===== src/inc/ecs_pkg.sv =====
package ecs_pkg;
    localparam int CH_COUNT    = 8;
    localparam int SLOT_W      = 4;
    localparam int CHAN_W      = 3;
    localparam int ADDR_W      = 10;
    localparam int SLOT_SCALE  = 100;
    localparam logic [7:0] STATE_RESET = 8'h00;
    localparam logic [7:0] ALL_OPEN    = 8'h00;
    localparam logic [7:0] ALL_CLOSED  = 8'hFF;
    localparam logic       CH_CLOSED   = 1'b1;
    localparam logic       CH_OPEN     = 1'b0;

    typedef enum logic [2:0] {
        ECS_OP_NONE          = 3'h0,
        ECS_OP_CLOSE_LIST    = 3'h1,
        ECS_OP_OPEN_LIST     = 3'h2,
        ECS_OP_SINGLE_WRITE  = 3'h3,
        ECS_OP_CLOSE_QUERY   = 3'h4,
        ECS_OP_SLOT_WRITE    = 3'h5,
        ECS_OP_SLOT_READ     = 3'h6,
        ECS_OP_RESET         = 3'h7
    } ecs_op_e;

    localparam logic [2:0] OP_IDENTITY_QUERY = 3'h0;
endpackage : ecs_pkg


===== src/verilog/ecs_addr_decode.sv =====
`timescale 1ns/100ps
// splits a combined channel address (slot*100 + channel) into its parts
module ecs_addr_decode #(
    parameter int ADDR_W = 10,
    parameter int SLOT_W = 4,
    parameter int CHAN_W = 3
) (
    input  wire logic [ADDR_W-1:0] addr,
    output logic      [SLOT_W-1:0] slot,
    output logic      [CHAN_W-1:0] chan,
    output logic                   chan_ok
);
    logic [ADDR_W-1:0] q;
    logic [ADDR_W-1:0] rem;

    always_comb begin
        q       = ADDR_W'(addr / ADDR_W'(ecs_pkg::SLOT_SCALE));
        rem     = ADDR_W'(addr - ADDR_W'(q * ADDR_W'(ecs_pkg::SLOT_SCALE)));
        slot    = SLOT_W'(q);
        chan    = CHAN_W'(rem);
        // channel numbers above 7 do not exist on this card
        chan_ok = (rem < ADDR_W'(ecs_pkg::CH_COUNT));
    end
endmodule : ecs_addr_decode


===== src/verilog/ecs_state_reg.sv =====
`timescale 1ns/100ps
// How it works
// eight channel state bits are held, each programmable on its own.
// a channel address is slot times one hundred plus channel number.
// a close-list entry sets the addressed bit and leaves the others alone.
// a close query answers one value per listed channel in order, 1 closed, 0 open.
// an open-list entry clears the addressed bit, and lists may name other slots.
// a single-channel write loads the given value into the addressed bit only.
// the controller checks the identity before programming and skips on a mismatch.
// the controller keeps switching slow, about two operations a minute; the logic has no rate limit and the testbench sends entries back to back.
// channel 0 is the least significant bit and channel 7 the most significant.
// a 1 closes a channel and a 0 opens it, so the byte runs from 0 to 255.
// a whole-slot write replaces the byte and a whole-slot read returns it.
// reset or power-on opens every channel by clearing the byte.
module ecs_state_reg #(
    parameter int                         ADDR_W  = ecs_pkg::ADDR_W,
    parameter logic [ecs_pkg::SLOT_W-1:0] MY_SLOT = 4'h1,
    // arbitrary identity value
    parameter logic [23:0]                IDENT   = 24'hA5C3E1
) (
    input  wire logic              CLK,
    input  wire logic              RESETN,
    input  wire logic              CMD_VALID,
    input  wire logic [2:0]        CMD_OP,
    input  wire logic              CMD_IDENT,
    input  wire logic [ADDR_W-1:0] CMD_ADDR,
    input  wire logic [7:0]        CMD_DATA,
    output logic      [7:0]        CH_STATE,
    output logic                   RSP_VALID,
    output logic      [23:0]       RSP_DATA
);
    logic [ecs_pkg::SLOT_W-1:0] dec_slot;
    logic [ecs_pkg::CHAN_W-1:0] dec_chan;
    logic                       dec_ok;
    logic                       hit_ch;
    logic                       hit_slot;
    logic [7:0]                 state_r;
    logic [7:0]                 state_nxt;
    ecs_pkg::ecs_op_e           op;

    ecs_addr_decode #(
        .ADDR_W (ADDR_W),
        .SLOT_W (ecs_pkg::SLOT_W),
        .CHAN_W (ecs_pkg::CHAN_W)
    ) u_dec (
        .addr    (CMD_ADDR),
        .slot    (dec_slot),
        .chan    (dec_chan),
        .chan_ok (dec_ok)
    );

    assign op = ecs_pkg::ecs_op_e'(CMD_OP);
    // entries for other slots are ignored here, so lists may span slots
    assign hit_slot = CMD_VALID && (dec_slot == MY_SLOT);
    assign hit_ch   = hit_slot && dec_ok;

    always_comb begin
        state_nxt = state_r;
        if (CMD_VALID && !CMD_IDENT) begin
            unique case (op)
                ecs_pkg::ECS_OP_CLOSE_LIST: begin
                    if (hit_ch) state_nxt[dec_chan] = ecs_pkg::CH_CLOSED;
                end
                ecs_pkg::ECS_OP_OPEN_LIST: begin
                    if (hit_ch) state_nxt[dec_chan] = ecs_pkg::CH_OPEN;
                end
                ecs_pkg::ECS_OP_SINGLE_WRITE: begin
                    if (hit_ch) state_nxt[dec_chan] = CMD_DATA[0];
                end
                ecs_pkg::ECS_OP_SLOT_WRITE: begin
                    if (hit_slot) state_nxt = CMD_DATA;
                end
                ecs_pkg::ECS_OP_RESET: begin
                    if (hit_slot) state_nxt = ecs_pkg::ALL_OPEN;
                end
                default: begin
                end
            endcase
        end
    end

    always_ff @(posedge CLK or negedge RESETN) begin
        if (!RESETN) state_r <= ecs_pkg::STATE_RESET;
        else         state_r <= state_nxt;
    end

    always_ff @(posedge CLK or negedge RESETN) begin
        if (!RESETN) CH_STATE <= ecs_pkg::STATE_RESET;
        else         CH_STATE <= state_nxt;
    end

    // one answer per query entry, so list order is the order of the entries
    always_ff @(posedge CLK or negedge RESETN) begin
        if (!RESETN) begin
            RSP_VALID <= 1'b0;
            RSP_DATA  <= 24'h000000;
        end else begin
            RSP_VALID <= 1'b0;
            RSP_DATA  <= 24'h000000;
            if (CMD_VALID && CMD_IDENT && hit_slot) begin
                RSP_VALID <= 1'b1;
                RSP_DATA  <= IDENT;
            end else if (CMD_VALID && !CMD_IDENT) begin
                if (op == ecs_pkg::ECS_OP_CLOSE_QUERY && hit_ch) begin
                    RSP_VALID <= 1'b1;
                    RSP_DATA  <= {23'h0, state_r[dec_chan]};
                end else if (op == ecs_pkg::ECS_OP_SLOT_READ && hit_slot) begin
                    RSP_VALID <= 1'b1;
                    RSP_DATA  <= {16'h0000, state_r};
                end
            end
        end
    end

    // ops that name one channel rather than the whole slot
    function automatic logic is_chan_op(input logic [2:0] code);
        is_chan_op = (code == ecs_pkg::ECS_OP_CLOSE_LIST)   ||
                     (code == ecs_pkg::ECS_OP_OPEN_LIST)    ||
                     (code == ecs_pkg::ECS_OP_SINGLE_WRITE) ||
                     (code == ecs_pkg::ECS_OP_CLOSE_QUERY);
    endfunction : is_chan_op
endmodule : ecs_state_reg


===== config.mk =====
export PLATFORM = sky130hd
export DESIGN_NAME = ecs_state_reg
export DESIGN_NICKNAME = d
export VERILOG_FILES = /design/src/inc/ecs_pkg.sv /design/src/verilog/ecs_addr_decode.sv /design/src/verilog/ecs_state_reg.sv
export SDC_FILE = /design/constraint.sdc
export NUM_CORES = 1
export LEC_CHECK = 0
export BUFFER_PORTS_ARGS = -buffer_cell sky130_fd_sc_hd__buf_4
export CAP_MARGIN = 20
export CORE_MARGIN = 1
export CORE_UTILIZATION = 55
export CTS_CLUSTER_DIAMETER = 50
export DETAILED_ROUTE_END_ITERATION = 8
export PLACE_DENSITY_LB_ADDON = 0.3
export SLEW_MARGIN = 0
export SYNTH_ARGS = -nofsm -noshare
export SYNTH_HDL_FRONTEND = slang
export SYNTH_SLANG_ARGS = --single-unit

===== constraint.sdc =====
create_clock -name CLK -period 3.4 [get_ports CLK]
set_input_delay 0.85 -clock CLK [delete_from_list [all_inputs] [get_ports CLK]]
set_output_delay 0.85 -clock CLK [all_outputs]
set_load 0.03 [all_outputs]

== Word-level counts from Yosys, hierarchy flattened ==
Index checks and enable logic that the tools add are counted.

* Register bits after elaboration: 33
* Bits of input ports: 25
* Word-level logic and storage cells: 55

* Bitwise gates (word level): 3
* Multiplexer cells: 19
* Div/mod/pow operators: 1
* Multipliers: 1
* $add $sub $neg: 1
* Eq/ne operators: 13
* Reductions and logical operators: 11
* Magnitude comparators: 3

{| class="wikitable"
|+ Operators by type and width
! kind !! count
|-
| 8-bit two-way mux || 8
|-
| 8-bit case mux with 5 select lines || 1
|-
| 24-bit two-way mux || 1
|-
| 3-bit equality test, second input constant || 4
|-
| 10-bit by 7-bit divider with 10-bit output, second input constant || 1
|-
| 10-bit by 4-bit < comparator with 1-bit output, second input constant || 1
|-
| 10-bit by 5-bit multiplier with 8-bit output, second input constant || 1
|-
| 2-bit inequality test, second input constant || 5
|-
| 10-bit subtractor || 1
|-
| 8-bit bitwise AND || 1
|-
| 8-bit bitwise mux || 1
|-
| 1-bit logical AND || 8
|-
| 8-bit NOT || 1
|-
| 8-bit OR || 1
|-
| 7-bit AND reduction || 1
|-
| 3-bit by 2-bit equality test with 1-bit output, second input constant || 2
|-
| 1-bit two-way mux || 6
|-
| 5-bit nonzero test || 1
|-
| 4-bit by 1-bit equality test with 1-bit output, second input constant || 1
|-
| 3-bit by 4-bit < comparator with 1-bit output, second input constant || 1
|-
| 1-bit binary-select mux with 3-bit select || 1
|-
| 1-bit demux with 3-bit select || 1
|-
| 3-bit by 1-bit equality test with 1-bit output, second input constant || 1
|-
| 3-bit by 1-bit greater-or-equal comparator with 1-bit output, second input constant || 1
|-
| 1-bit zero test || 1
|}

== Depth between registers and ports, before layout ==
Gate-level depths: netlist of the first run.

* Word-level depth: 11
* Mapped depth: 22

== By module ==
A second synthesis of the first run with hierarchy kept.

* Cells, all modules: 249
* Area, all modules: 2329.7 um2

{| class="wikitable"
|+ By module, submodules not included
! module !! area an instance (um2) !! seq. area each (um2) !! cells an instance !! instances
|-
| ecs_state_reg || 1241.2 || 450.4 || 124 || 1
|-
| ecs_addr_decode || 1088.5 || 0.0 || 125 || 1
|}

== Least setup slack after synthesis of the first run ==
OpenSTA, ideal clock, no wires.

* Path kind: input to register
* From: in CMD_ADDR[7]
* To: reg CH_STATE[3]
* Arrival time: 5395 ps
* Stages on the path: 21
* Setup slack: -2131 ps
* Setup time: 135 ps
* Path buffers: 1
* Cell sequence: clkbuf_1 > and3b_1 > a221oi_1 > a211oi_1 > nor3_2 > a21o_1 > inv_2 > o311ai_1 > ha_1 > ha_1 > ha_1 > inv_1 > ha_1 > o21a_1 > nor2_1 > xnor2_1 > xnor2_1 > or3_4 > o21ba_4 > a2111oi_0 > o21ai_1

* Word-level cells in the longest chain between the ends: 11
* Elaborated cells between the ends (all ways): 26
* Those cells by class: add/sub (1); mul (1); div (1); order compare (3); eq/ne (6); mux (7); bitwise (3); reduce/logical (4)

{| class="wikitable"
|+ RTL lines
! item !! line !! RTL
|-
| start: declaration || ecs_state_reg.sv:26 || <nowiki>input wire logic [ADDR_W-1:0] CMD_ADDR,</nowiki>
|-
| 10-bit by 7-bit divider with 10-bit output || ecs_addr_decode.sv:17 || <nowiki>q = ADDR_W'(addr / ADDR_W'(ecs_pkg::SLOT_SCALE));</nowiki>
|-
| 10-bit by 5-bit multiplier with 8-bit output || ecs_addr_decode.sv:18 || <nowiki>rem = ADDR_W'(addr - ADDR_W'(q * ADDR_W'(ecs_pkg::SLOT_SCALE)));</nowiki>
|-
| 10-bit subtractor || ecs_addr_decode.sv:18 ||
|-
| 3-bit by 4-bit < comparator with 1-bit output (not written as such) / 3-bit by 1-bit greater-or-equal comparator with 1-bit output (equally long branches) || ecs_state_reg.sv:62, ecs_state_reg.sv:65, ecs_state_reg.sv:68 ||
|-
| 1-bit logical AND (not written as such) || ecs_state_reg.sv:62, ecs_state_reg.sv:65, ecs_state_reg.sv:68 ||
|-
| 1-bit two-way mux (not written as such) || ecs_state_reg.sv:62, ecs_state_reg.sv:65, ecs_state_reg.sv:68 ||
|-
| 1-bit demux with 3-bit select || ecs_state_reg.sv:62, ecs_state_reg.sv:65, ecs_state_reg.sv:68 ||
|-
| 8-bit NOT (no line) || n/a ||
|-
| 8-bit bitwise AND (no line) || n/a ||
|-
| 8-bit two-way mux || ecs_state_reg.sv:65 || <nowiki>if (hit_ch) state_nxt[dec_chan] = ecs_pkg::CH_OPEN;</nowiki>
|-
| 8-bit case mux with 5 select lines || ecs_state_reg.sv:60 || <nowiki>unique case (op)</nowiki>
|-
| end signal: assignment || ecs_state_reg.sv:88 || <nowiki>if (!RESETN) CH_STATE <= ecs_pkg::STATE_RESET;</nowiki>
|-
| end signal: assignment || ecs_state_reg.sv:89 || <nowiki>else CH_STATE <= state_nxt;</nowiki>
|-
| end: declaration || ecs_state_reg.sv:28 || <nowiki>output logic [7:0] CH_STATE,</nowiki>
|}

Several ways; a longest one is shown, not always the timed one. The select of a mux whose other input is x is not followed.
A chain may end at the register's enable or synchronous reset.

== Worst setup path in the final report of the first run ==
* From: in CMD_ADDR[6]
* To: reg CH_STATE[2]

The elaborated chain is that of the path after synthesis.

==> impl_metrics.csv, run 1 <==
group,metric,value,unit
routing,top_layer,"met4",
clock_network,cts_buffers,3,
run_status,status,"complete, but fails checks",
floorplanning,io_pins,58,
logic_synthesis,synth_edf_count,0,
placed_design,port_buffers,49,
logic_synthesis,synth_area_leaders,"dfrtp_1 21%, ha_1 11%, buf_4 5.6%",
sta,setup_tns,-15.19,ns
logic_synthesis,yosysUniqueCellTypes,59,
pwr,p_clk_frac,0.144,
routing,wl_met3,754,um
logic_synthesis,syn_avg_cell_area,7.74,um2
clock_network,clockRootBuffer,"clkbuf_8",
routing,final_antenna_net_count,0,
logic_synthesis,yosysSeqAreaShare,0.210,
global_routing,grt-ovfl-total,0,
pwr,intPower,606,uW
setup_path,worstPathArrival,5.07,ns
setup_path,critPathLaunchType,"primary input",
cells_and_area,drive_gt1_frac,0.429,
logic_synthesis,yosysMostFrequentCell,"nand2_1",
pwr,p_switching,414,uW
routing,met1_length,3020,um
logic_synthesis,ys_ff_latch,18,
floorplanning,initial_core_util,0.581,
pwr,p_comb_frac,0.640,
clock_network,clkTransAtPathRegs,0.07,ns
pwr,peakVddDrop,0.298,mV
pwr,powerDensity,312,nW/um2
routing,drc,0,
sta,fin_ws,-1.54,ns
clock_network,clockBufferDepth,2,
sta,hold_viol,0,
routing,first_iter_violations,283,
setup_path,crit_required,3.53,ns
routing,vias,2662,
setup_path,crit_start,"CMD_ADDR[6]",
sta,max_freq,202,MHz
sta,worst_slew_pin_slew,0.523,ns
logic_synthesis,synthFlopType,"dfrtp_1",
placed_design,dp_hpwl,5190,um
logic_synthesis,yosys_warnings,0,
placed_design,dp_slack,-1.87,ns
floorplanning,core,3690,um2
clock_network,cts_tree,"yes",
global_routing,grt_max_degree,19,
logic_synthesis,synth_top_area_share,0.210,
floorplanning,fp.dieArea,4150,um2
sta,skew,0.00830,ns
routing,vias_per_cell,6.43,
setup_path,crit_type,"primary input to register",
global_routing,grtUsageTotal,0.389,
placed_design,place_congestion,0.944,
setup_path,reg2reg_from,"CH_STATE[4]",
global_routing,grt_pass1_vias,2614,
cells_and_area,final.fill_count,174,
floorplanning,chipHeight,64.4,um
pwr,swShare,0.406,
global_routing,grt_pass1_wl,12400,um
cells_and_area,finish.net_count,413,
cells_and_area,diodes,0,
sta,grt_setup_unrepaired,"true",
pwr,p_leak,0.00153,uW
logic_synthesis,synthesis.area,2140,um2
routing,wl_met2,4070,um
pwr,power_frac_seq,0.216,
sta,period_share,1.45,
routing,wire_per_inst,19.9,um
cells_and_area,area_growth,52.4,%
logic_synthesis,synth_area_leader_cell,"dfrtp_1",
clock_network,htree_num_levels,1,
routing,drtPass1Iterations,5,
sta,min_period,4.94,ns
run_status,violations,"setup timing",
sta,maxSlewViolCount,0,
clock_network,cts_hold_buffers,0,
floorplanning,die_w,64.4,um
sta,timing.hold.ws,0.461,ns
clock_network,cts_sinks,18,
run,maxCapViolCount,0,
clock_network,worst_skew_pair.late_latency,0.25,ns
routing,wl,8250,um
setup_path,endpoint_kind,"register",
worst_hold_path,hold_class,"primary input to asynchronous set/reset pin",
logic_synthesis,synth_common_cells,"26 x nand2_1, 22 x nor2_1, 19 x ha_1, 18 x dfrtp_1, 16 x buf_4",
setup_path,crit_fanout,9,
sta,slew_headroom,0.650,
cells_and_area,final_util,0.886,
logic_synthesis,ys_async_sr_fraction,1.00,
sta,finalSetupViolations,13,
logic_synthesis,synthCells,277,
global_routing,antenna_found_initial,0,
floorplanning,rows,22,
-- cells in the final DEF, fill, tap and decap left out, types with 9 or more instances in the layout --
master and n:
o21ai_1 10, nand2_1 24, dfrtp_1 18, nor2b_1 9, o21ai_0 9, nor2_1 20
a21oi_1 10, inv_1 12, buf_4 99, ha_1 10
-- power groups by stage --
stage          logic, uW  clock network [uW]  registers [uW]
6_report             652                 147             220
5_1_grt              698                 158             221
4_1_cts              594                 148             220
3_5_place_dp         555                   0             224
3_3_place_gp         536                   0             224
2_1_floorplan        368                   0             231
-- flip-flops by register name, indices dropped and copies added, names as in the netlist --
signal / flops
RSP_VALID: 1
RSP_DATA: 9
CH_STATE: 8
-- final cells by class --
cell class / count / area, um2 / share of cell area
inverters: 15 / 56.3 / 0.0172
clock buffers: 3 / 41.3 / 0.0126
flip-flops and latches: 18 / 450 / 0.138
repair buffers: 106 / 826 / 0.253
well taps: 48 / 60.1 / 0.0184
multi-input cells: 224 / 1830 / 0.561
-- path summary, 6_finish.rpt --
| check | end | slack, ns | depth (start not counted) |
|---|---|---|---|
| hold / removal | RSP_DATA[5] | 0.46 | 1 |
| setup reg to reg | RSP_DATA[0] | 2.01 | 5 |
| max in group asynchronous | RSP_DATA[4] | 2.73 | 1 |
| min in group CLK | RSP_DATA[5] | 0.59 | 1 |
| setup / recovery | CH_STATE[2] | -1.54 | 22 |
| hold reg to reg | RSP_DATA[5] | 0.59 | 1 |
-- routing by layer --
layer  track usage  vias up
met4         0.147        0
li1              -     1163
met3        0.0528       45
met5             0        -
met2         0.679      215
met1         0.485     1239
-- critical path: stages --
cell	delay, ns
buf_4	0.14
buf_4	0.17
or3_1	0.44
nor2_2	0.13
o21ai_0	0.09
o21ai_0	0.09
a21o_1	0.16
inv_2	0.08
o311ai_4	0.37
ha_4	0.27
ha_4	0.16
ha_4	0.17
xnor2_4	0.14
ha_4	0.28
o21a_1	0.15
nor2_2	0.05
xnor2_1	0.18
xnor2_1	0.10
or3_4	0.41
o21ba_4	0.26
a2111oi_4	0.23
o21ai_2	0.13
-- cells by family (layout without fill, tap and decap cells) --
| kind of cell | after synthesis | after routing | share of synthesized area |
|---|---|---|---|
| mux | 5 | 5 | 0.0245 |
| other cells | 1 | 8 | 0.00175 |
| flops | 18 | 18 | 0.210 |
| xor+xnor | 9 | 9 | 0.0403 |
| buf+inv | 42 | 124 | 0.102 |
| fa+ha+maj | 20 | 20 | 0.120 |
| simple gates | 96 | 96 | 0.225 |
| compound gates | 86 | 86 | 0.276 |
-- through the flow --
step                      instances  instance area, um2  power, uW
after global routing            414                3270       1080
after CTS                       412                3190        962
after global placement          405                3010        760
after detailed placement        405                3010        779
after floorplan                 284                2380        599
final                           414                3270       1020
-- timing repair --
| item | 4_1_cts | 5_1_grt |
|---|---|---|
| setup endpoints to repair | 13 | 18 |
| pin swaps | 23 | 14 |
| buffers inserted | 5 | 3 |
| gates resized for setup | 23 | 11 |
(Power assumes the default switching activity.)
==> run 2: changes to the inputs <==
- ABC_AREA: not set -> 1
- CTS_BUF_LIST: not set -> sky130_fd_sc_hd__clkbuf_8
==> run 2 against run 1 <==
The flow still finishes with violations (setup timing). Total power is 49% higher. Via count is 3.6% higher. Clock power is 27% higher. Utilization is 1.8 points lower. Area after synthesis is 1.1% higher. First-iteration DRC count is 53% higher. Clock-buffer cell count is 1 higher. Design area is 1.3% lower. Largest cell class unchanged.
==> impl_metrics.csv, run 2 <==
group,metric,value,unit
logic_synthesis,synthCells,318,
clock_network,cts_buffers,3,
sta,min_period,4.56,ns
logic_synthesis,synthAdderAreaFrac,0.119,
placed_design,dp.cells,448,
routing,wire_per_inst,17.4,um
logic_synthesis,yosysUniqueCellTypes,37,
floorplanning,chipHeight,64.8,um
run,maxCapViolCount,0,
pwr,p_leak,0.00169,uW
clock_network,cts_hold_buffers,0,
routing,first_iter_violations,433,
pwr,power,1520,uW
clock_network,htree_num_levels,1,
logic_synthesis,ys_async_sr_fraction,1.00,
setup_path,cpPeakStageDelay,0.26,ns
routing,wl,8030,um
sta,fin_ws,-1.16,ns
routing,final_antenna_net_count,0,
clock_network,clockRootBuffer,"clkbuf_8",
global_routing,grt_pass1_wl,10100,um
clock_network,worst_skew_pair.late_latency,0.27,ns
logic_synthesis,yosysSeqAreaShare,0.208,
cells_and_area,area_growth,48.8,%
routing,vias_per_cell,5.97,
floorplanning,io_pins,58,
placed_design,port_buffers,49,
cells_and_area,top_register,"RSP_DATA",
cells_and_area,final_common_cell,"buf_4",
setup_path,cp_slowest_cell,"o21ai_4",
placed_design,dp_slack,-1.13,ns
setup_path,endpoint_kind,"register",
cells_and_area,largest_reg_flops,9,
global_routing,antenna_found_initial,0,
floorplanning,core,3720,um2
sta,grt_setup_unrepaired,"true",
clock_network,cts_tree,"yes",
logic_synthesis,synth_area_leaders,"dfrtp_1 21%, nand2_1 12%, ha_1 11%",
logic_synthesis,synthFlopType,"dfrtp_1",
cells_and_area,final.fill_count,191,
global_routing,grt-ovfl-total,0,
sta,slew_headroom,0.508,
floorplanning,initial_core_util,0.583,
cells_and_area,top_regs,"RSP_DATA (9), CH_STATE (8), RSP_VALID (1)",
logic_synthesis,synth_top_family_by_area,"simple AND/OR/NAND/NOR gates",
logic_synthesis,synth_area_leader_cell,"dfrtp_1",
placed_design,dp_hpwl,4370,um
routing,vias,2757,
pwr,peakVddDrop,0.482,mV
cells_and_area,diodes,0,
sta,finalSetupViolations,10,
logic_synthesis,yosys_warnings,0,
sta,maxSlewViolCount,0,
routing,drc,0,
sta,period_share,1.34,
floorplanning,die_w,64.8,um
setup_path,crit_fanout,8,
logic_synthesis,ys_ff_latch,18,
pwr,powerDensity,471,nW/um2
logic_synthesis,yosysMostFrequentCell,"nand2_1",
placed_design,place_congestion,0.898,
logic_synthesis,synth_compound_area_frac,0.154,
clock_network,clockBufferDepth,2,
cells_and_area,fin_cells,462,
clock_network,cts_sinks,18,
cells_and_area,drive_gt1_frac,0.406,
routing,drtPass1Iterations,6,
cells_and_area,final_cell_mix,"99 x buf_4, 61 x nand2_1, 40 x inv_1, 27 x nand3_1, 21 x nor2_1",
global_routing,grt_pass1_vias,2246,
sta,hold_viol,0,
cells_and_area,finish.net_count,460,
global_routing,grtUsageTotal,0.306,
logic_synthesis,synthesis.area,2170,um2
sta,worst_slew_pin_slew,0.733,ns
logic_synthesis,synth_common_cells,"68 x nand2_1, 46 x inv_1, 33 x nand3_1, 23 x nor2_1, 19 x ha_1",
logic_synthesis,synth_mux_area_frac,0,
logic_synthesis,syn_avg_cell_area,6.81,um2
setup_path,crit_type,"primary input to register",
logic_synthesis,synth_top_area_share,0.208,
run_status,violations,"setup timing",
clock_network,clkTransAtPathRegs,0.08,ns
sta,skew,0.00929,ns
setup_path,worstPathArrival,4.71,ns
floorplanning,fp.dieArea,4190,um2
logic_synthesis,synth_xor_area_frac,0.0404,
global_routing,grt_max_degree,19,
logic_synthesis,yosys.area_share.simple,0.329,
setup_path,critPathLaunchType,"primary input",
sta,max_freq,219,MHz
setup_path,crit_required,3.55,ns
setup_path,crit_top_cell,"nand2_1",
logic_synthesis,synth_edf_count,0,
floorplanning,rows,22,
run_status,status,"complete, but fails checks",
worst_hold_path,hold_class,"primary input to asynchronous set/reset pin",
## run 2: changes by cell type in the layout (fill, tap and decap cells not counted), sizes merged, moves of 5 or more
cell / change
nand2b: -5
nand3: +24
nand2: +52
o211ai: +9
a21o: -7
nor2b: -9
inv: +32
## run 2: kinds of logic after synthesis
| logic type | count (synthesis) |
|---|---|
| compound gates | 52 |
| xor+xnor | 10 |
| fa+ha+maj | 20 |
| buf+inv | 66 |
| flops | 18 |
| other cells | 1 |
| simple gates | 151 |
## run 2: report_power, final
| part | total [uW] | internal, uW | switching [uW] |
|---|---|---|---|
| sequential | 293 | 245 | 47.3 |
| combinational | 1040 | 454 | 584 |
| clock | 186 | 103 | 82.6 |
## run 2: through the flow
step | hold WS (ns) | util | instance area (um2) | setup TNS [ns]
6_report | 0.439 | 0.867 | 3220 | -10.76
3_3_place_gp | 0.520 | 0.782 | 2910 | -9.82
2_1_floorplan | 0.554 | - | 2290 | -7.84
5_1_grt | 0.462 | 0.867 | 3220 | -13.86
3_5_place_dp | 0.531 | 0.782 | 2910 | -11.42
4_1_cts | 0.451 | 0.820 | 3050 | -7.74
## run 2: repair_timing
item                                   4_1_cts  5_1_grt
setup buffers                                6        5
gates cloned                                 1        0
resized for setup                           16       34
pin swaps                                   28       32
endpoints found under the hold margin        0        0
setup endpoints to repair                   10       17
## run 2: critical path: cells and delay by family
kind,cells,cell delay (ns)
AND/OR/NAND/NOR,13,1.73
adder cells (fa/ha/maj),4,0.82
AO/OA/AOI/OAI,4,0.61
XOR/XNOR,2,0.38
buffers and inverters,3,0.31
## run 2: layout make-up
cell class / count / area (um2) / area share
clock buffer: 4 / 55.1 / 0.0171
sequential: 18 / 450 / 0.140
inverter: 47 / 179 / 0.0555
tap: 48 / 60.1 / 0.0186
multi-input combinational: 242 / 1690 / 0.523
timing repair buffer: 103 / 792 / 0.246
## run 2: final timing paths
kind,startpoint,end,depth (start not counted),slack (ns)
min in group CLK,CH_STATE[6],CH_STATE[6],2,0.58
hold reg to reg,CH_STATE[6],CH_STATE[6],2,0.58
hold / removal,RESETN,CH_STATE[3],1,0.44
setup reg to reg,CH_STATE[0],CH_STATE[0],5,1.91
max in group asynchronous,RESETN,RSP_DATA[2],1,2.75
setup / recovery,CMD_ADDR[5],CH_STATE[0],26,-1.16
## run 2: metal layers
metal | wire length, um | track usage | part of all wire | vias up
met3 | 799 | 0.0687 | 0.10 | 60
met1 | 3090 | 0.416 | 0.38 | 1248
met5 | 0 | 0 | 0 | -
met4 | 379 | 0.0667 | 0.047 | 0
li1 | - | - | - | 1224
met2 | 3760 | 0.492 | 0.47 | 225
==> run 3: changes to the inputs <==
- CORE_UTILIZATION: 55 -> 59
==> run 3 against run 2 <==
The flow now stops in global routing (5_1_grt). Synthesized cell count stayed put. Area after synthesis stayed put.
==> impl_metrics.csv, run 3 <==
group,metric,value,unit
global_routing,grt_max_degree,19,
placed_design,port_buffers,49,
logic_synthesis,yosys_warnings,0,
clock_network,htree_num_levels,1,
logic_synthesis,synthesis.area,2170,um2
placed_design,dp_hpwl,4700,um
floorplanning,die_w,62.6,um
logic_synthesis,synthFlopType,"dfrtp_1",
sta,endpoint_type,"sequential cell input",
logic_synthesis,ys_ff_latch,18,
logic_synthesis,yosysSeqAreaShare,0.208,
logic_synthesis,synth_edf_count,0,
logic_synthesis,synth_top_area_share,0.208,
placed_design,dp.cells,445,
run_status,failed_stage,"global routing (5_1_grt)",
clock_network,clockRootBuffer,"clkbuf_8",
logic_synthesis,synthCells,318,
logic_synthesis,synth_area_leaders,"dfrtp_1 21%, nand2_1 12%, ha_1 11%",
logic_synthesis,syn_avg_cell_area,6.81,um2
run_status,status,"did not finish",
sta,worst_endpoint,"CH_STATE[5]$_DFFE_PN0P_/D",
logic_synthesis,yosysUniqueCellTypes,37,
floorplanning,io_pins,58,
global_routing,grt-ovfl-total,157,
clock_network,clockBufferDepth,2,
global_routing,grtUsageTotal,0.803,
logic_synthesis,yosysMostFrequentCell,"nand2_1",
logic_synthesis,synth_common_cells,"68 x nand2_1, 46 x inv_1, 33 x nand3_1, 23 x nor2_1, 19 x ha_1",
floorplanning,rows,21,
floorplanning,chipHeight,62.6,um
floorplanning,initial_core_util,0.634,
placed_design,place_area,2900,um2
logic_synthesis,ys_async_sr_fraction,1.00,
run_status,stop_error,"[ERROR GRT-0232] Routing congestion too high. Check the congestion heatmap in the GUI.",
placed_design,place_congestion,0.898,
clock_network,cts_buffers,3,
clock_network,cts_sinks,18,
logic_synthesis,synth_area_leader_cell,"dfrtp_1",
run 3: cell counts after synthesis:
No cell type changed its count.
run 3: logic make-up after synthesis:
kind of cell | after synthesis | share of synthesized area
other | 1 | 0.00173
xor gates and xnor gates | 10 | 0.0404
and+or+nand+nor | 151 | 0.329
buffers and inverters | 66 | 0.147
DFF | 18 | 0.208
adders and majority gates | 20 | 0.119
AOI/OAI and AO/OA | 52 | 0.154
run 3: per-layer routing:
layer  global-route usage  GRT overflow
met3                0.449             1
met4                 1.04            69
met1                0.776             1
met5                    0             0
met2                 1.07            86
run 3: metrics by stage:
stage           util  hold slack, ns  TNS [ns]  setup WS, ns
4_1_cts        0.895           0.451     -7.94        -0.867
2_1_floorplan      -           0.554     -7.84        -0.808
3_3_place_gp   0.848           0.536     -9.54        -0.986
3_5_place_dp   0.848           0.557    -11.87         -1.22
run 3: timing repair:
action	in CTS
hold buffers	0
gates resized for setup	12
setup endpoints to repair	10
cloned	0
setup buffers	10
pin swaps	26
==> run 4: changes to the inputs <==
- CORE_UTILIZATION: 59 -> 40
- CTS_BUF_LIST: sky130_fd_sc_hd__clkbuf_8 -> not set
- CTS_CLUSTER_DIAMETER: 50 -> not set
- PLACE_DENSITY_LB_ADDON: 0.3 -> 0.15
==> run 4 against run 3 <==
The flow now finishes, with violations (setup timing).
==> impl_metrics.csv, run 4 (synthesized netlist as in run 2, its figures left out) <==
group,metric,value,unit
sta,maxSlewViolCount,0,
placed_design,place_area,2950,um2
setup_path,cp_num_buf_inv,3,
global_routing,grtUsageTotal,0.214,
routing,wl,6040,um
pwr,power_frac_seq,0.187,
pwr,p_clk_frac,0.115,
setup_path,critPathLaunchType,"primary input",
global_routing,grt_pass1_vias,2102,
clock_network,cts_buffers,3,
global_routing,grt-ovfl-total,0,
setup_path,endpoint_kind,"register",
setup_path,critPathTopFamily,"simple AND/OR/NAND/NOR gates",
placed_design,dp_hpwl,4470,um
sta,finalSetupViolations,10,
floorplanning,fp.dieArea,5710,um2
routing,first_iter_violations,163,
pwr,power,1560,uW
setup_path,worstPathArrival,4.42,ns
cells_and_area,final.fill_count,467,
cells_and_area,final_common_cell,"buf_4",
cells_and_area,drive_gt1_frac,0.440,
floorplanning,io_pins,58,
cells_and_area,final_util,0.643,
global_routing,grt_max_degree,19,
pwr,p_switching,697,uW
cells_and_area,area_growth,53.6,%
worst_hold_path,hold_class,"primary input to asynchronous set/reset pin",
routing,vias_per_cell,4.88,
routing,vias,2373,
routing,drtPass1Iterations,4,
floorplanning,rows,26,
clock_network,cts_hold_buffers,0,
clock_network,clkTransAtPathRegs,0.07,ns
routing,wire_per_inst,12.4,um
cells_and_area,finish.net_count,462,
clock_network,cts_sinks,18,
setup_path,crit_required,3.55,ns
clock_network,worst_skew_pair.late_latency,0.26,ns
pwr,peakVddDrop,0.387,mV
placed_design,place_congestion,0.823,
cells_and_area,largest_reg_flops,9,
sta,fin_ws,-0.876,ns
run,maxCapViolCount,0,
setup_path,reg2reg_depth,7,
sta,max_freq,234,MHz
sta,skew,0.00380,ns
clock_network,clockBufferDepth,2,
clock_network,htree_num_levels,1,
run_status,violations,"setup timing",
setup_path,crit_fanout,8,
global_routing,antenna_found_initial,0,
floorplanning,core,5170,um2
cells_and_area,top_register,"RSP_DATA",
pwr,powerDensity,469,nW/um2
routing,final_antenna_net_count,0,
sta,slew_headroom,0.535,
pwr,intPower,863,uW
sta,worst_slew_pin_slew,0.693,ns
pwr,swShare,0.447,
setup_path,cp.depth,29,
placed_design,port_buffers,49,
setup_path,cp_slowest_cell,"ha_4",
floorplanning,die_w,75.6,um
pwr,p_comb_frac,0.697,
placed_design,dp_slack,-1.14,ns
run_status,status,"complete, but fails checks",
cells_and_area,stdcell_area,3330,um2
routing,drc,0,
sta,grt_setup_unrepaired,"true",
clock_network,clockRootBuffer,"clkbuf_8",
cells_and_area,diodes,0,
clock_network,cts_tree,"yes",
pwr,p_leak,0.00171,uW
global_routing,grt_pass1_wl,9450,um
floorplanning,chipHeight,75.6,um
sta,period_share,1.26,
setup_path,crit_type,"primary input to register",
cells_and_area,final_cell_mix,"101 x buf_4, 56 x nand2_1, 37 x inv_1, 28 x nand3_1, 20 x nor2_1",
sta,timing.hold.ws,0.453,ns
sta,min_period,4.28,ns
cells_and_area,top_regs,"RSP_DATA (9), CH_STATE (8), RSP_VALID (1)",
setup_path,cpPeakStageDelay,0.31,ns
floorplanning,initial_core_util,0.419,
sta,hold_viol,0,
run 4: routing by layer:
| layer | part of all wire | vias up | track usage |
|---|---|---|---|
| met3 | 0.045 | 4 | 0.0238 |
| li1 | - | 1225 | - |
| met5 | 0 | - | 0 |
| met1 | 0.47 | 1080 | 0.314 |
| met4 | 0.0060 | 0 | 0.0309 |
| met2 | 0.48 | 64 | 0.344 |
run 4: cell type report:
type | count | area [um2] | share of cell area
multi-input cells | 242 | 1740 | 0.523
clock buffers | 4 | 55.1 | 0.0166
well taps | 70 | 87.6 | 0.0263
inverters | 47 | 184 | 0.0553
repair buffers | 105 | 811 | 0.244
flip-flops and latches | 18 | 450 | 0.135
run 4: per-stage QoR:
step	instances	setup TNS (ns)
2_1_floorplan	325	-7.84
3_3_place_gp	472	-10.83
3_5_place_dp	472	-11.47
4_1_cts	483	-8.09
5_1_grt	486	-11.19
6_report	486	-8.32
run 4: timing repair:
item,4_1_cts,5_1_grt
endpoints found under the setup margin,10,17
resized for setup,16,53
setup buffers,6,4
pin swaps,31,20
cloned,1,0
run 4: power groups by stage:
stage               clock, uW  combinational [uW]  sequential (uW)
floorplan                   0                 493              346
global placement            0                 818              292
detailed placement          0                 831              292
CTS                       180                 876              288
global route              191                1190              296
finish                    180                1090              292
run 4: path summary, 6_finish.rpt:
| check | from | to | slack, ns |
|---|---|---|---|
| min | RESETN | RSP_DATA[6] | 0.45 |
| max reg2reg | CH_STATE[4] | RSP_DATA[0] | 1.99 |
| max | CMD_ADDR[7] | CH_STATE[0] | -0.88 |
| min reg2reg | CH_STATE[7] | CH_STATE[7] | 0.58 |
| max in group asynchronous | RESETN | CH_STATE[5] | 2.75 |
| min in group CLK | CH_STATE[7] | CH_STATE[7] | 0.58 |
run 4: worst reg2reg max path, stage by stage, from the launching register on:
cell and delay, ns:
dfrtp_1 0.42, inv_1 0.10, a211oi_1 0.31, o2111ai_1 0.17
nand3b_1 0.18, nand3_1 0.08, nand2_1 0.05, inv_1 0.04
